===== src/hw/tuc_pkg.sv =====
// package for the timer unit enable, start and output control slice
package tuc_pkg;
  localparam logic [19:0] ADDR_CLOCK_ENABLE = 20'hF00F0;
  localparam logic [19:0] ADDR_OUT_UNIT0 = 20'hF01B8;
  localparam logic [19:0] ADDR_OUT_UNIT1 = 20'hF01E0;
  localparam logic [19:0] ADDR_CTRL_UNIT0 = 20'hF0200;
  localparam logic [19:0] ADDR_CTRL_UNIT1 = 20'hF0240;
  localparam int CTRL_STRIDE = 4;
  localparam logic [19:0] CTRL_OFS_START = 20'h00000;
  localparam logic [19:0] CTRL_OFS_STOP = 20'h00001;
  localparam logic [19:0] CTRL_OFS_OUT_EN = 20'h00002;
  localparam logic [19:0] CTRL_OFS_CH_BASE = 20'h00010;
  localparam logic [7:0] CLOCK_ENABLE_RESET = 8'h00;
  localparam logic [15:0] OUT_RESET = 16'h0000;
  localparam int UNIT0_EN_BIT = 0;
  localparam int UNIT1_EN_BIT = 1;
  localparam int UNIT0_CHANNELS = 8;
  localparam int UNIT1_CHANNELS = 4;
  localparam int NUM_CH = 12;
  localparam logic [15:0] UNIT0_OUT_MASK = 16'h00FF;
  localparam logic [15:0] UNIT1_OUT_MASK = 16'h000F;
  localparam logic [15:0] COUNT_ZERO = 16'h0000;

  typedef enum logic [1:0] {TUC_MODE_INTERVAL, TUC_MODE_ONE_COUNT, TUC_MODE_CAPTURE_ONE}
    tuc_mode_t;
  typedef enum {TUC_IDLE, TUC_WAIT_TRIG, TUC_WAIT_CLK, TUC_COUNT} tuc_state_t;

  typedef struct packed {
    logic wr;
    logic rd;
    logic [19:0] addr;
    logic [15:0] wdata;
    logic [1:0] be;
    logic bit_op;
    logic [3:0] bit_sel;
  } tuc_bus_t;
endpackage


===== src/hw/tuc_top.sv =====
// timer unit control slice: clock enable, channel start and output buffer
`timescale 1ns/100ps

module tuc_top (
  input wire logic clk,
  input wire logic rst,
  input tuc_pkg::tuc_bus_t bus,
  output logic [15:0] rdata,
  input wire logic [1:0] count_clock,
  input wire logic [tuc_pkg::NUM_CH-1:0] trigger,
  input wire logic [tuc_pkg::NUM_CH-1:0] timer_out_next,
  input wire logic [tuc_pkg::NUM_CH-1:0] timer_out_update,
  output logic [7:0] peripheral_clock_gate,
  output logic [1:0] unit_reset,
  output logic [tuc_pkg::NUM_CH-1:0] timer_out_pin,
  output logic [tuc_pkg::NUM_CH-1:0] channel_enabled_status,
  output logic [tuc_pkg::NUM_CH-1:0] start_interrupt,
  output logic [tuc_pkg::NUM_CH*16-1:0] channel_count_reg
);
  import tuc_pkg::*;

  // register map seen from the cpu bus
  // enable register: one byte, bit or byte writes
  // enable bit 0 gates timer unit 0
  // enable bit 1 gates timer unit 1
  // upper enable bits only mirrored to the gate port
  // output register unit 0: eight live bits
  // output register unit 0: upper byte reads zero
  // output register unit 1: four live bits
  // output register unit 1: upper bits read zero
  // low lane alone writes the low byte alias
  // both lanes write the full word
  // control window unit 0 sits below unit 1
  // control window unit 1 spans sixty-four bytes
  // window offset 0: start bits, one per channel
  // window offset 0 read: enabled status bits
  // window offset 1: stop bits, one per channel
  // window offset 2: output enable bits
  // per channel config at base plus four per channel
  // config bit 0: start interrupt mode
  // config bits 2:1: operating mode
  // mode 0 interval, 1 one-count, 2 capture one-count
  // per channel data word two bytes above config
  // unit 1 channel bits sit in the low nibble

  // behaviour when a unit is switched off
  // every channel state returns to idle
  // counters return to zero
  // enabled status bits drop
  // config, data and output enables clear
  // output buffer bits clear, pins go low
  // control writes are dropped
  // control reads return zero

  // channel start sequencing
  // start bit only acts on an idle channel
  // interval: waits for the next count clock
  // one-count: waits for a trigger first
  // capture one-count: waits for a trigger first
  // first count clock loads the start value
  // interval and one-count load the data word
  // capture one-count loads zero
  // start interrupt pulses one cycle at that load
  // later count clocks step the counter
  // interval reloads the data word at zero
  // one-count rearms for a trigger at zero
  // stop bit returns a channel to idle

  // timing seen from the bus
  // writes land on the edge that samples them
  // read data is registered, valid one cycle later
  // read data returns zero when no read is made
  // back to back accesses are accepted

  // hazards worth knowing
  // count clocks are one-cycle enables, not clocks
  // start may lag the write by one count clock
  // output enable hands a pin to the timer side
  // software must clear a pin bit before port use
  // the gate port is a level, not a clock

  logic [7:0] peripheral_clock_enable;
  logic [15:0] timer_output_unit0;
  logic [15:0] timer_output_unit1;
  logic [NUM_CH-1:0] channel_output_enable;
  logic [NUM_CH-1:0] start_interrupt_mode_bit;
  logic [NUM_CH*2-1:0] ch_mode;
  logic [NUM_CH*16-1:0] channel_data_reg;
  logic [1:0] unit_on;
  logic [NUM_CH-1:0] ch_unit_on;
  logic [NUM_CH-1:0] ch_clk;
  logic [NUM_CH-1:0] start_wr;
  logic [NUM_CH-1:0] stop_wr;
  logic [NUM_CH-1:0] cfg_wr;
  logic [NUM_CH-1:0] data_wr;
  logic [NUM_CH-1:0] oe_word;
  logic [NUM_CH-1:0] ch_sel;
  logic [NUM_CH-1:0] out_flat;
  logic ctrl0_hit;
  logic ctrl1_hit;
  logic [19:0] ctrl_ofs;
  logic [15:0] chan_word;

  // per-unit enable and held reset
  assign unit_on[0] = peripheral_clock_enable[UNIT0_EN_BIT];
  assign unit_on[1] = peripheral_clock_enable[UNIT1_EN_BIT];
  assign peripheral_clock_gate = peripheral_clock_enable;
  assign unit_reset = ~unit_on;

  // enable register, bit or byte write
  always_ff @(posedge clk or posedge rst) begin
    if (rst) begin
      peripheral_clock_enable <= CLOCK_ENABLE_RESET;
    end else if (bus.wr && bus.addr == ADDR_CLOCK_ENABLE) begin
      if (bus.bit_op) begin
        peripheral_clock_enable[bus.bit_sel[2:0]] <= bus.wdata[0];
      end else if (bus.be[0]) begin
        peripheral_clock_enable <= bus.wdata[7:0];
      end
    end
  end

  // control window decode per unit
  assign ctrl0_hit = bus.addr >= ADDR_CTRL_UNIT0 && bus.addr < ADDR_CTRL_UNIT1;
  assign ctrl1_hit = bus.addr >= ADDR_CTRL_UNIT1 && bus.addr < ADDR_CTRL_UNIT1 + 20'h00040;
  assign ctrl_ofs = ctrl1_hit ? bus.addr - ADDR_CTRL_UNIT1 : bus.addr - ADDR_CTRL_UNIT0;
  assign chan_word = ctrl1_hit ? {bus.wdata[11:0], 4'h0} : bus.wdata;

  // channel-level decode and start state machine
  genvar g;
  generate
    for (g = 0; g < NUM_CH; g = g + 1) begin : g_ch
      localparam int U = (g < UNIT0_CHANNELS) ? 0 : 1;
      localparam int LC = (g < UNIT0_CHANNELS) ? g : g - UNIT0_CHANNELS;
      localparam logic [19:0] CH_OFS = CTRL_OFS_CH_BASE + 20'(LC * CTRL_STRIDE);
      tuc_state_t state;
      logic [15:0] cnt;
      logic hit;
      logic bitw;

      assign ch_unit_on[g] = unit_on[U];
      assign ch_clk[g] = count_clock[U];
      assign hit = bus.wr && ch_unit_on[g] && ((U == 0) ? ctrl0_hit : ctrl1_hit);
      assign bitw = chan_word[(U == 0) ? LC : LC + 4];
      assign start_wr[g] = hit && ctrl_ofs == CTRL_OFS_START && bitw;
      assign stop_wr[g] = hit && ctrl_ofs == CTRL_OFS_STOP && bitw;
      assign oe_word[g] = bitw;
      assign cfg_wr[g] = hit && ctrl_ofs == CH_OFS;
      assign data_wr[g] = hit && ctrl_ofs == CH_OFS + 20'h00002;
      assign ch_sel[g] = (bus.addr == ((U == 0) ? ADDR_CTRL_UNIT0 : ADDR_CTRL_UNIT1) + CH_OFS);
      assign channel_count_reg[g*16 +: 16] = cnt;

      // channel mode and data registers
      always_ff @(posedge clk or posedge rst) begin
        if (rst) begin
          ch_mode[g*2 +: 2] <= 2'h0;
          start_interrupt_mode_bit[g] <= 1'b0;
          channel_data_reg[g*16 +: 16] <= 16'h0000;
        end else if (!ch_unit_on[g]) begin
          ch_mode[g*2 +: 2] <= 2'h0;
          start_interrupt_mode_bit[g] <= 1'b0;
          channel_data_reg[g*16 +: 16] <= 16'h0000;
        end else if (cfg_wr[g]) begin
          ch_mode[g*2 +: 2] <= bus.wdata[2:1];
          start_interrupt_mode_bit[g] <= bus.wdata[0];
        end else if (data_wr[g]) begin
          channel_data_reg[g*16 +: 16] <= bus.wdata;
        end
      end

      // start sequencing and counting
      always_ff @(posedge clk or posedge rst) begin
        if (rst) begin
          state <= TUC_IDLE;
          cnt <= COUNT_ZERO;
          channel_enabled_status[g] <= 1'b0;
          start_interrupt[g] <= 1'b0;
        end else if (!ch_unit_on[g] || stop_wr[g]) begin
          state <= TUC_IDLE;
          cnt <= COUNT_ZERO;
          channel_enabled_status[g] <= 1'b0;
          start_interrupt[g] <= 1'b0;
        end else begin
          start_interrupt[g] <= 1'b0;
          case (state)
            TUC_IDLE: begin
              if (start_wr[g]) begin
                channel_enabled_status[g] <= 1'b1;
                if (tuc_mode_t'(ch_mode[g*2 +: 2]) == TUC_MODE_INTERVAL) begin
                  state <= TUC_WAIT_CLK;
                end else begin
                  state <= TUC_WAIT_TRIG;
                end
              end
            end
            TUC_WAIT_TRIG: begin
              if (trigger[g]) begin
                state <= TUC_WAIT_CLK;
              end
            end
            TUC_WAIT_CLK: begin
              if (ch_clk[g]) begin
                state <= TUC_COUNT;
                start_interrupt[g] <= start_interrupt_mode_bit[g];
                if (tuc_mode_t'(ch_mode[g*2 +: 2]) == TUC_MODE_CAPTURE_ONE) begin
                  cnt <= COUNT_ZERO;
                end else begin
                  cnt <= channel_data_reg[g*16 +: 16];
                end
              end
            end
            TUC_COUNT: begin
              if (ch_clk[g]) begin
                if (tuc_mode_t'(ch_mode[g*2 +: 2]) == TUC_MODE_CAPTURE_ONE) begin
                  cnt <= cnt + 16'h0001;
                end else if (cnt == COUNT_ZERO &&
                    tuc_mode_t'(ch_mode[g*2 +: 2]) == TUC_MODE_INTERVAL) begin
                  cnt <= channel_data_reg[g*16 +: 16];
                  start_interrupt[g] <= 1'b0;
                end else if (cnt == COUNT_ZERO) begin
                  state <= TUC_WAIT_TRIG;
                end else begin
                  cnt <= cnt - 16'h0001;
                end
              end
            end
            default: begin
              state <= TUC_IDLE;
            end
          endcase
        end
      end
    end
  endgenerate

  // output enable register per unit
  always_ff @(posedge clk or posedge rst) begin
    if (rst) begin
      channel_output_enable <= '0;
    end else begin
      for (int i = 0; i < NUM_CH; i++) begin
        if (!ch_unit_on[i]) begin
          channel_output_enable[i] <= 1'b0;
        end else if (bus.wr && ctrl_ofs == CTRL_OFS_OUT_EN &&
            ((i < UNIT0_CHANNELS) ? ctrl0_hit : ctrl1_hit)) begin
          channel_output_enable[i] <= oe_word[i];
        end
      end
    end
  end

  // timer output buffer registers
  always_ff @(posedge clk or posedge rst) begin
    if (rst) begin
      timer_output_unit0 <= OUT_RESET;
      timer_output_unit1 <= OUT_RESET;
    end else begin
      for (int i = 0; i < NUM_CH; i++) begin
        if (i < UNIT0_CHANNELS) begin
          if (!unit_on[0]) begin
            timer_output_unit0[i] <= 1'b0;
          end else if (channel_output_enable[i]) begin
            if (timer_out_update[i]) begin
              timer_output_unit0[i] <= timer_out_next[i];
            end
          end else if (bus.wr && bus.addr == ADDR_OUT_UNIT0 && bus.be[0]) begin
            timer_output_unit0[i] <= bus.wdata[i];
          end
        end else begin
          if (!unit_on[1]) begin
            timer_output_unit1[i - UNIT0_CHANNELS] <= 1'b0;
          end else if (channel_output_enable[i]) begin
            if (timer_out_update[i]) begin
              timer_output_unit1[i - UNIT0_CHANNELS] <= timer_out_next[i];
            end
          end else if (bus.wr && bus.addr == ADDR_OUT_UNIT1 && bus.be[0]) begin
            timer_output_unit1[i - UNIT0_CHANNELS] <= bus.wdata[i - UNIT0_CHANNELS];
          end
        end
      end
      timer_output_unit0[15:8] <= 8'h00;
      timer_output_unit1[15:4] <= 12'h000;
    end
  end

  // pins follow the buffer bits
  assign out_flat = {timer_output_unit1[3:0], timer_output_unit0[7:0]};
  assign timer_out_pin = out_flat;

  // read data, registered
  always_ff @(posedge clk or posedge rst) begin
    if (rst) begin
      rdata <= 16'h0000;
    end else if (!bus.rd) begin
      rdata <= 16'h0000;
    end else if (bus.addr == ADDR_CLOCK_ENABLE) begin
      rdata <= {8'h00, peripheral_clock_enable};
    end else if (bus.addr == ADDR_OUT_UNIT0) begin
      rdata <= unit_on[0] ? (timer_output_unit0 & UNIT0_OUT_MASK) : OUT_RESET;
    end else if (bus.addr == ADDR_OUT_UNIT1) begin
      rdata <= unit_on[1] ? (timer_output_unit1 & UNIT1_OUT_MASK) : OUT_RESET;
    end else if (ctrl0_hit && ctrl_ofs == CTRL_OFS_START) begin
      rdata <= unit_on[0] ? {8'h00, channel_enabled_status[7:0]} : 16'h0000;
    end else if (ctrl1_hit && ctrl_ofs == CTRL_OFS_START) begin
      rdata <= unit_on[1] ? {12'h000, channel_enabled_status[11:8]} : 16'h0000;
    end else begin
      rdata <= 16'h0000;
      for (int i = 0; i < NUM_CH; i++) begin
        if (ch_sel[i] && ch_unit_on[i]) begin
          rdata <= {13'h0000, ch_mode[i*2 +: 2], start_interrupt_mode_bit[i]};
        end
      end
    end
  end
endmodule // tuc_top


===== config.mk =====
export PLATFORM = sky130hd
export DESIGN_NAME = tuc_top
export DESIGN_NICKNAME = d
export VERILOG_FILES = /design/src/hw/tuc_pkg.sv /design/src/hw/tuc_top.sv
export SDC_FILE = /design/constraint.sdc
export NUM_CORES = 2
export LEC_CHECK = 0
export BUFFER_PORTS_ARGS = -buffer_cell sky130_fd_sc_hd__buf_4
export CORE_UTILIZATION = 45
export CTS_CLUSTER_SIZE = 40
export DETAILED_ROUTE_END_ITERATION = 10
export PLACE_DENSITY_LB_ADDON = 0.12
export SYNTH_ARGS = -nofsm -noshare
export SYNTH_HDL_FRONTEND = slang
export SYNTH_SLANG_ARGS = --single-unit

===== constraint.sdc =====
create_clock -name clk -period 54.6 [get_ports clk]
set_clock_uncertainty 0.1 [all_clocks]
set_input_delay 13.65 -clock clk [delete_from_list [all_inputs] [get_ports clk]]
set_output_delay 13.65 -clock clk [all_outputs]
set_load 0.02 [all_outputs]

Word-level counts from Yosys, hierarchy flattened
Cells that the tools add are included.
{"block": "classes", "order_cmp": 6, "n_div": 0, "multipliers": 0, "n_shift": 0, "eq_ne": 239, "bitwise_logic": 1, "add_sub_neg": 26, "n_reduce_logical": 242, "mux": 463}
{"cell": "32-bit two-way mux", "n": 86}
{"cell": "16-bit two-way mux", "n": 137}
{"cell": "32-bit case mux with 4 select lines", "n": 12}
{"cell": "32-bit by 2-bit equality test with 1-bit output (second input constant)", "n": 24}
{"cell": "32-bit by 1-bit equality test with 1-bit output (second input constant)", "n": 12}
{"cell": "32-bit logical NOT", "n": 12}
{"cell": "16-bit case mux with 2 select lines", "n": 12}
{"cell": "20-bit equality test (second input constant)", "n": 15}
{"cell": "3-bit inequality test (second input constant)", "n": 96}
{"cell": "16-bit by 1-bit adder with 16-bit output (second input constant)", "n": 12}
{"cell": "16-bit logical NOT", "n": 12}
{"cell": "16-bit by 1-bit subtractor with 16-bit output (second input constant)", "n": 12}
{"cell": "1-bit two-way mux", "n": 169}
{"cell": "20-bit by 5-bit equality test with 1-bit output (second input constant)", "n": 8}
{"cell": "20-bit by 6-bit equality test with 1-bit output (second input constant)", "n": 8}
{"cell": "1-bit logical AND", "n": 93}
{"cell": "7-bit AND reduction", "n": 12}
{"cell": "2-bit AND reduction", "n": 37}
{"cell": "2-bit two-way mux", "n": 36}
{"cell": "5-bit inequality test (second input constant)", "n": 12}
{"cell": "2-bit by 1-bit inequality test with 1-bit output (second input constant)", "n": 26}
{"cell": "2-bit nonzero test", "n": 25}
{"cell": "4-bit AND reduction", "n": 12}
{"cell": "20-bit >= comparator (second input constant)", "n": 2}
{"cell": "other kinds (21)", "n": 95}
{"block": "totals", "reg_bits": 876, "output_inout_bits": 254, "mem_count": 0, "word_cells": 1077, "ram_bits": 0, "in_bits": 85, "latch_bits": 0, "rom_bits": 0}

Depth between registers and ports, before layout
{"block": "logic_depth", "ltp_word": 20, "depth_mapped": 12, "depth_no_buf": 9}

Least setup slack after synthesis
Ideal clock, no wire load.
{"block": "synth_path", "kind": "input to register", "start": "in bus[30] in the netlist's numbering", "end": "reg start_interrupt[4] in the netlist's numbering", "t_required_ps": 54363, "setup_ps": 137, "path_buffers": 2, "stages": 11, "setup_slack_ps": 38278, "t_arrival_ps": 16086, "cell_sequence": "inv_1 > ha_1 > nor4b_1 > and4b_1 > a311oi_1 > o21ai_1 > or4_1 > buf_4 > o41ai_2 > buf_2 > nor4b_1"}
{"block": "synth_between", "elab_chain_len": 8, "elab_cells_between_ends": 16, "cone_classes": "add/sub: 2; order compare: 4; eq/ne: 1; mux: 3; reduce/logical: 6"}
{"item": "start: declaration", "line": "tuc_top.sv:7", "text": "input tuc_pkg::tuc_bus_t bus,"}
{"item": "20-bit >= comparator or 20-bit less-than comparator (tied branches)", "line": "tuc_top.sv:125", "text": "assign ctrl1_hit = bus.addr >= ADDR_CTRL_UNIT1 && bus.addr < ADDR_CTRL_UNIT1 + 20'h00040;"}
{"item": "1-bit logical AND", "line": "tuc_top.sv:125"}
{"item": "20-bit two-way mux", "line": "tuc_top.sv:126", "text": "assign ctrl_ofs = ctrl1_hit ? bus.addr - ADDR_CTRL_UNIT1 : bus.addr - ADDR_CTRL_UNIT0;"}
{"item": "20-bit by 1-bit equality test with 1-bit output", "line": "tuc_top.sv:146", "text": "assign stop_wr[g] = hit && ctrl_ofs == CTRL_OFS_STOP && bitw;"}
{"item": "1-bit logical AND", "line": "tuc_top.sv:146"}
{"item": "1-bit logical AND *", "line": "tuc_top.sv:146"}
{"item": "1-bit logical OR *", "line": "tuc_top.sv:178", "text": "end else if (!ch_unit_on[g] || stop_wr[g]) begin"}
{"item": "1-bit two-way mux *", "line": "tuc_top.sv:178"}
{"item": "end signal: indexed assignment", "line": "tuc_top.sv:204", "text": "start_interrupt[g] <= start_interrupt_mode_bit[g];"}
{"item": "end: declaration", "line": "tuc_top.sv:17", "text": "output logic [tuc_pkg::NUM_CH-1:0] start_interrupt,"}
Every way passes the cells marked *; elsewhere a longest branch is shown, timed or not.
A chain may end at the register's enable or synchronous reset.

Worst setup path in the final report
{"block": "layout_path", "start": "in bus[30] in the netlist's numbering", "end": "reg start_interrupt[3] in the netlist's numbering"}
Same word-level chain as after synthesis.

==> reports/results.txt <==
Yosys instantiated no cell more often than sky130_fd_sc_hd__nand2_1. For the standard cell core area, the log shows 0.07432 mm². For this design, the sink count on the clock tree is 508. The post-route netlist has 13.07% of its cells at a drive strength greater than 1. Setup repair after global routing left no endpoint under its margin. At the end of routability-driven placement, the weighted congestion stood at 0.9534. For this run, the slowest stage of the critical path takes 0.91 ns. The analysis attributes to cell leakage a power of 15.28 nW. The power density over the cells was 21.99 mW/mm². During I/O placement, the number of pins put on the boundary was 339. Via count of the first global-routing pass: 30533. The critical path is of the input pin to register type. The longest clock path from root to sink contains 3 buffers.

The simple-gate area share of the yosys netlist was 28.51%. Counting the fill cells in the layout gives 7265. The final critical path takes up 31.13% of the cycle. The tools report the total instance count after detailed placement as 5254. After synthesis, the share of flip-flops with an asynchronous set or reset is 100.0%. Flip-flop and latch area: 0.01271 mm². The logs give 0.05883 GHz for the achievable clock frequency and 0 ns for the final total negative setup slack. The start of the worst register-to-register path was g_ch[2].cnt[0]$_DFFE_PP0P_.

After synthesis, the largest area contributor takes up 37.69% of total cell area. Counting flops and latches in the post-synthesis netlist gives 508. Setup slack on the critical path of the routed design comes to 37.60 ns. The count of mapped cells out of synthesis came out at 4268. The logs give 100 for the number of rows created at floorplan and 17.34 ns for the worst endpoint data arrival time. Xor and xnor area share after synthesis: 3.532%. Setup violations remaining at the end of the flow were counted as 0. Tracing the worst setup path back leads to its startpoint at bus[30]. The total overflow left after global routing is 0. Worst-skew pair later-pin latency: 0.64 ns. The tools report the endpoint class of the critical path as a register.

The finished layout holds 5366 standard cells, fillers aside. The die is 275.8 µm wide. After synthesis, the largest family of logic cells by area is simple AND/OR/NAND/NOR gates. In this run the post-CTS setup repair buffer count came out at 0. The signal on the critical path passes through buf_4 -> inv_1 -> ha_1 -> nor4b_1 -> and4b_1 -> a311oi_1 -> o21ai_1 -> or4_1 -> o41ai_4 -> buf_4 -> nor4b_1. TritonCTS built the clock tree.

The hold-fix buffer count after cts is 0. The post-route minimum period came out at 17.00 ns. The tightest hold path in the finished design has a slack of 0.4156 ns. Sorting the synthesized cells by area gives the leading types as sky130_fd_sc_hd__dfrtp_1 38%, sky130_fd_sc_hd__nand2_1 7.7%, sky130_fd_sc_hd__a21oi_1 6.1%. The launch instance of the worst min-delay path is channel_data_reg[82]$_DFFE_PP0P_. The flow ran to the end, and the final reports show no timing, DRC or antenna violations.

The tools report the number of distinct library cells after synthesis as 90. The worst hold path belongs to the class register to register. The logs give 0 for the number of DRC violations after detailed routing and 37.69% for the register area share after synthesis. The number of gates resized after CTS was 0. The first global-routing pass estimated 187700 µm of wire. The die is 275.8 µm tall. The routed via count was 33549; the number of hold violations in the final report was 0. The run gives 17 as the initial antenna violation count. The type of origin of the critical path was an input pin. The cell with the largest stage delay on the worst path was sky130_fd_sc_hd__or4_1. Net count of the finished layout: 4464. The die covers 0.07604 mm². For this run, the detailed router's first-pass iteration total came to 6.

Clock tree synthesis inserted a total of 60 buffers. Multiplexer cells account for 3.079% of the synthesized area. For the initial cell density of the core, the log shows 45.38%.

The tools report the library cell used as clock root buffer as sky130_fd_sc_hd__clkbuf_16. The synthesized netlist occupies a cell area of 0.03372 mm². The worst pin sits at a relative slew slack of 22.60%. During synthesis, Yosys emitted a total of 0 warnings. For this block, the routed nets add up to 123200 µm of wire. Input and output buffers added on the ports amount to 328.

The tool flagged a number of max-cap violations equal to 0. After detailed routing, the average wire length per cell comes to 22.95 µm. The depth of the CTS H-tree was 2; the HPWL after detailed placement was 84020 µm. At the pin with the least slew margin, the transition time is 1.157 ns. At the placement stage, the worst setup path has a slack of 37.17 ns. For this block, the initial DRC count from the detailed router was 3664. Relative to the synthesized area, the layout overhead comes to 14.35%.

Data on the critical path is required at its endpoint by 54.95 ns. The logs give 0.00002240 V for the largest voltage drop on the vdd net and 0 for the number of slew-limit violations in the final report. The vias per cell was 6.252; the post-synthesis adder-cell area fraction was 1.187%.

The detail route stage leaves a number of antenna-violating nets equal to 0. Averaged over all synthesized cells, the footprint is 7.902 µm². The synthesized netlist devotes 20.51% of its cell area to compound gates. The largest total area in the synthesized netlist belongs to sky130_fd_sc_hd__dfrtp_1.

The largest net degree at the start of global routing came out at 161. After clock tree synthesis, the clock-pin slew on the worst setup and hold paths is 0.06 ns. Global routing used 31.65% of the available tracks across all layers. The area of the multi-input gates came out at 0.01937 mm². By count the netlist is led by 689 x sky130_fd_sc_hd__nand2_1, 508 x sky130_fd_sc_hd__dfrtp_1, 410 x sky130_fd_sc_hd__a21oi_1, 385 x sky130_fd_sc_hd__nor2_1, 269 x sky130_fd_sc_hd__clkbuf_1. In this run the worst path has a maximum fanout of 20. The number of enable-type register cells in the synthesized netlist was 0. Among all flip-flop cells after synthesis, the most frequent one is sky130_fd_sc_hd__dfrtp_1.
final cells by class:
type                       instances  share of cell area [%]
clock inverter                    28                   1.058
tap                              969                   3.144
inverter                          76                  0.7657
timing repair buffer             378                   7.391
clock buffer                      80                   4.429
antenna                            4                 0.02596
sequential                       508                   32.97
multi-input combinational       3323                   50.22
power by group:
| group | internal [mW] | switching (mW) |
|---|---|---|
| sequential | 0.376 | 0.0000000525 |
| combinational | 0.00713 | 0.0266 |
| clock | 0.265 | 0.173 |
| total | 0.649 | 0.199 |
cells by family (layout without fill, tap and decap cells):
group / Yosys count / after routing
AND/OR/NAND/NOR: 1929 / 1929
AO/OA/AOI/OAI: 1119 / 1119
flip-flops: 508 / 508
buffers and inverters: 444 / 562
XOR/XNOR: 136 / 136
multiplexers: 99 / 99
adder cells (fa/ha/maj): 32 / 32
other: 1 / 12
placed cells by master, fill, tap and decap left out, types with 12 or more instances in the layout:
cell type / synthesis / routed
sky130_fd_sc_hd__and2_1: 26 / 26
sky130_fd_sc_hd__nor3_1: 157 / 157
sky130_fd_sc_hd__nor2_1: 385 / 385
sky130_fd_sc_hd__buf_4: 12 / 377
sky130_fd_sc_hd__xor2_1: 49 / 49
sky130_fd_sc_hd__nor3b_1: 53 / 53
sky130_fd_sc_hd__a21o_1: 13 / 13
sky130_fd_sc_hd__or4_1: 46 / 46
sky130_fd_sc_hd__clkinv_2: 0 / 12
sky130_fd_sc_hd__a21oi_1: 410 / 409
sky130_fd_sc_hd__or2_2: 17 / 17
sky130_fd_sc_hd__inv_1: 75 / 73
sky130_fd_sc_hd__or3_1: 56 / 56
sky130_fd_sc_hd__nor4_1: 81 / 81
sky130_fd_sc_hd__nand4_1: 46 / 46
sky130_fd_sc_hd__a211oi_1: 53 / 53
sky130_fd_sc_hd__nor4b_1: 22 / 22
sky130_fd_sc_hd__a22oi_1: 21 / 21
sky130_fd_sc_hd__o21ai_0: 233 / 233
sky130_fd_sc_hd__o221ai_1: 14 / 14
sky130_fd_sc_hd__o31ai_1: 13 / 13
sky130_fd_sc_hd__nand2_1: 689 / 689
sky130_fd_sc_hd__mux2i_1: 88 / 88
sky130_fd_sc_hd__o211ai_1: 69 / 69
sky130_fd_sc_hd__nor4_4: 16 / 17
sky130_fd_sc_hd__dfrtp_1: 508 / 507
sky130_fd_sc_hd__a31oi_1: 108 / 100
sky130_fd_sc_hd__nand2b_1: 29 / 29
sky130_fd_sc_hd__a221oi_1: 43 / 43
sky130_fd_sc_hd__and4_1: 19 / 19
sky130_fd_sc_hd__xnor2_1: 87 / 87
sky130_fd_sc_hd__ha_1: 32 / 32
sky130_fd_sc_hd__nand3b_1: 23 / 23
sky130_fd_sc_hd__nand3_1: 145 / 145
sky130_fd_sc_hd__o22ai_1: 17 / 17
sky130_fd_sc_hd__clkbuf_16: 0 / 61
sky130_fd_sc_hd__and3_1: 62 / 62
sky130_fd_sc_hd__nor2b_1: 27 / 27
through the flow:
stage                     utilization [%]  power (mW)  cell area [µm²]
after floorplan                         -      0.4002            33750
after global placement              49.03      0.4171            36440
after detailed placement            49.03      0.4170            36440
after CTS                           51.87      0.8534            38550
after global routing                51.88      0.8696            38560
final                               51.89      0.8480            38560
worst max-delay path: cells and delay by family:
family                     cells  cell delay [ns]
and+or+nand+nor                4             2.30
AOI/OAI and AO/OA              3             0.68
buffers and inverters          3             0.51
adders and majority gates      1             0.20
worst paths after layout:
| kind | endpoint | slack [ns] | cells after the start |
|---|---|---|---|
| max | start_interrupt[3]$_DFF_PP0_ | 37.60 | 11 |
| min | channel_data_reg[82]$_DFFE_PP0P_ | 0.42 | 2 |
| max reg2reg | g_ch[2].cnt[10]$_DFFE_PP0P_ | 50.90 | 8 |
| min reg2reg | channel_data_reg[82]$_DFFE_PP0P_ | 0.42 | 2 |
| max in group asynchronous | g_ch[7].cnt[9]$_DFFE_PP0P_ | 39.15 | 4 |
| min in group asynchronous | g_ch[4].cnt[15]$_DFFE_PP0P_ | 13.03 | 2 |
metal layers:
metal,global-route usage (%),vias to the layer above,wire (µm)
li1,-,15577,-
met1,44.18,16350,53790
met2,47.86,1335,54320
met3,6.777,257,9956
met4,12.04,30,4913
met5,0,-,190
Note: power is estimated with default switching activity, not from simulation.
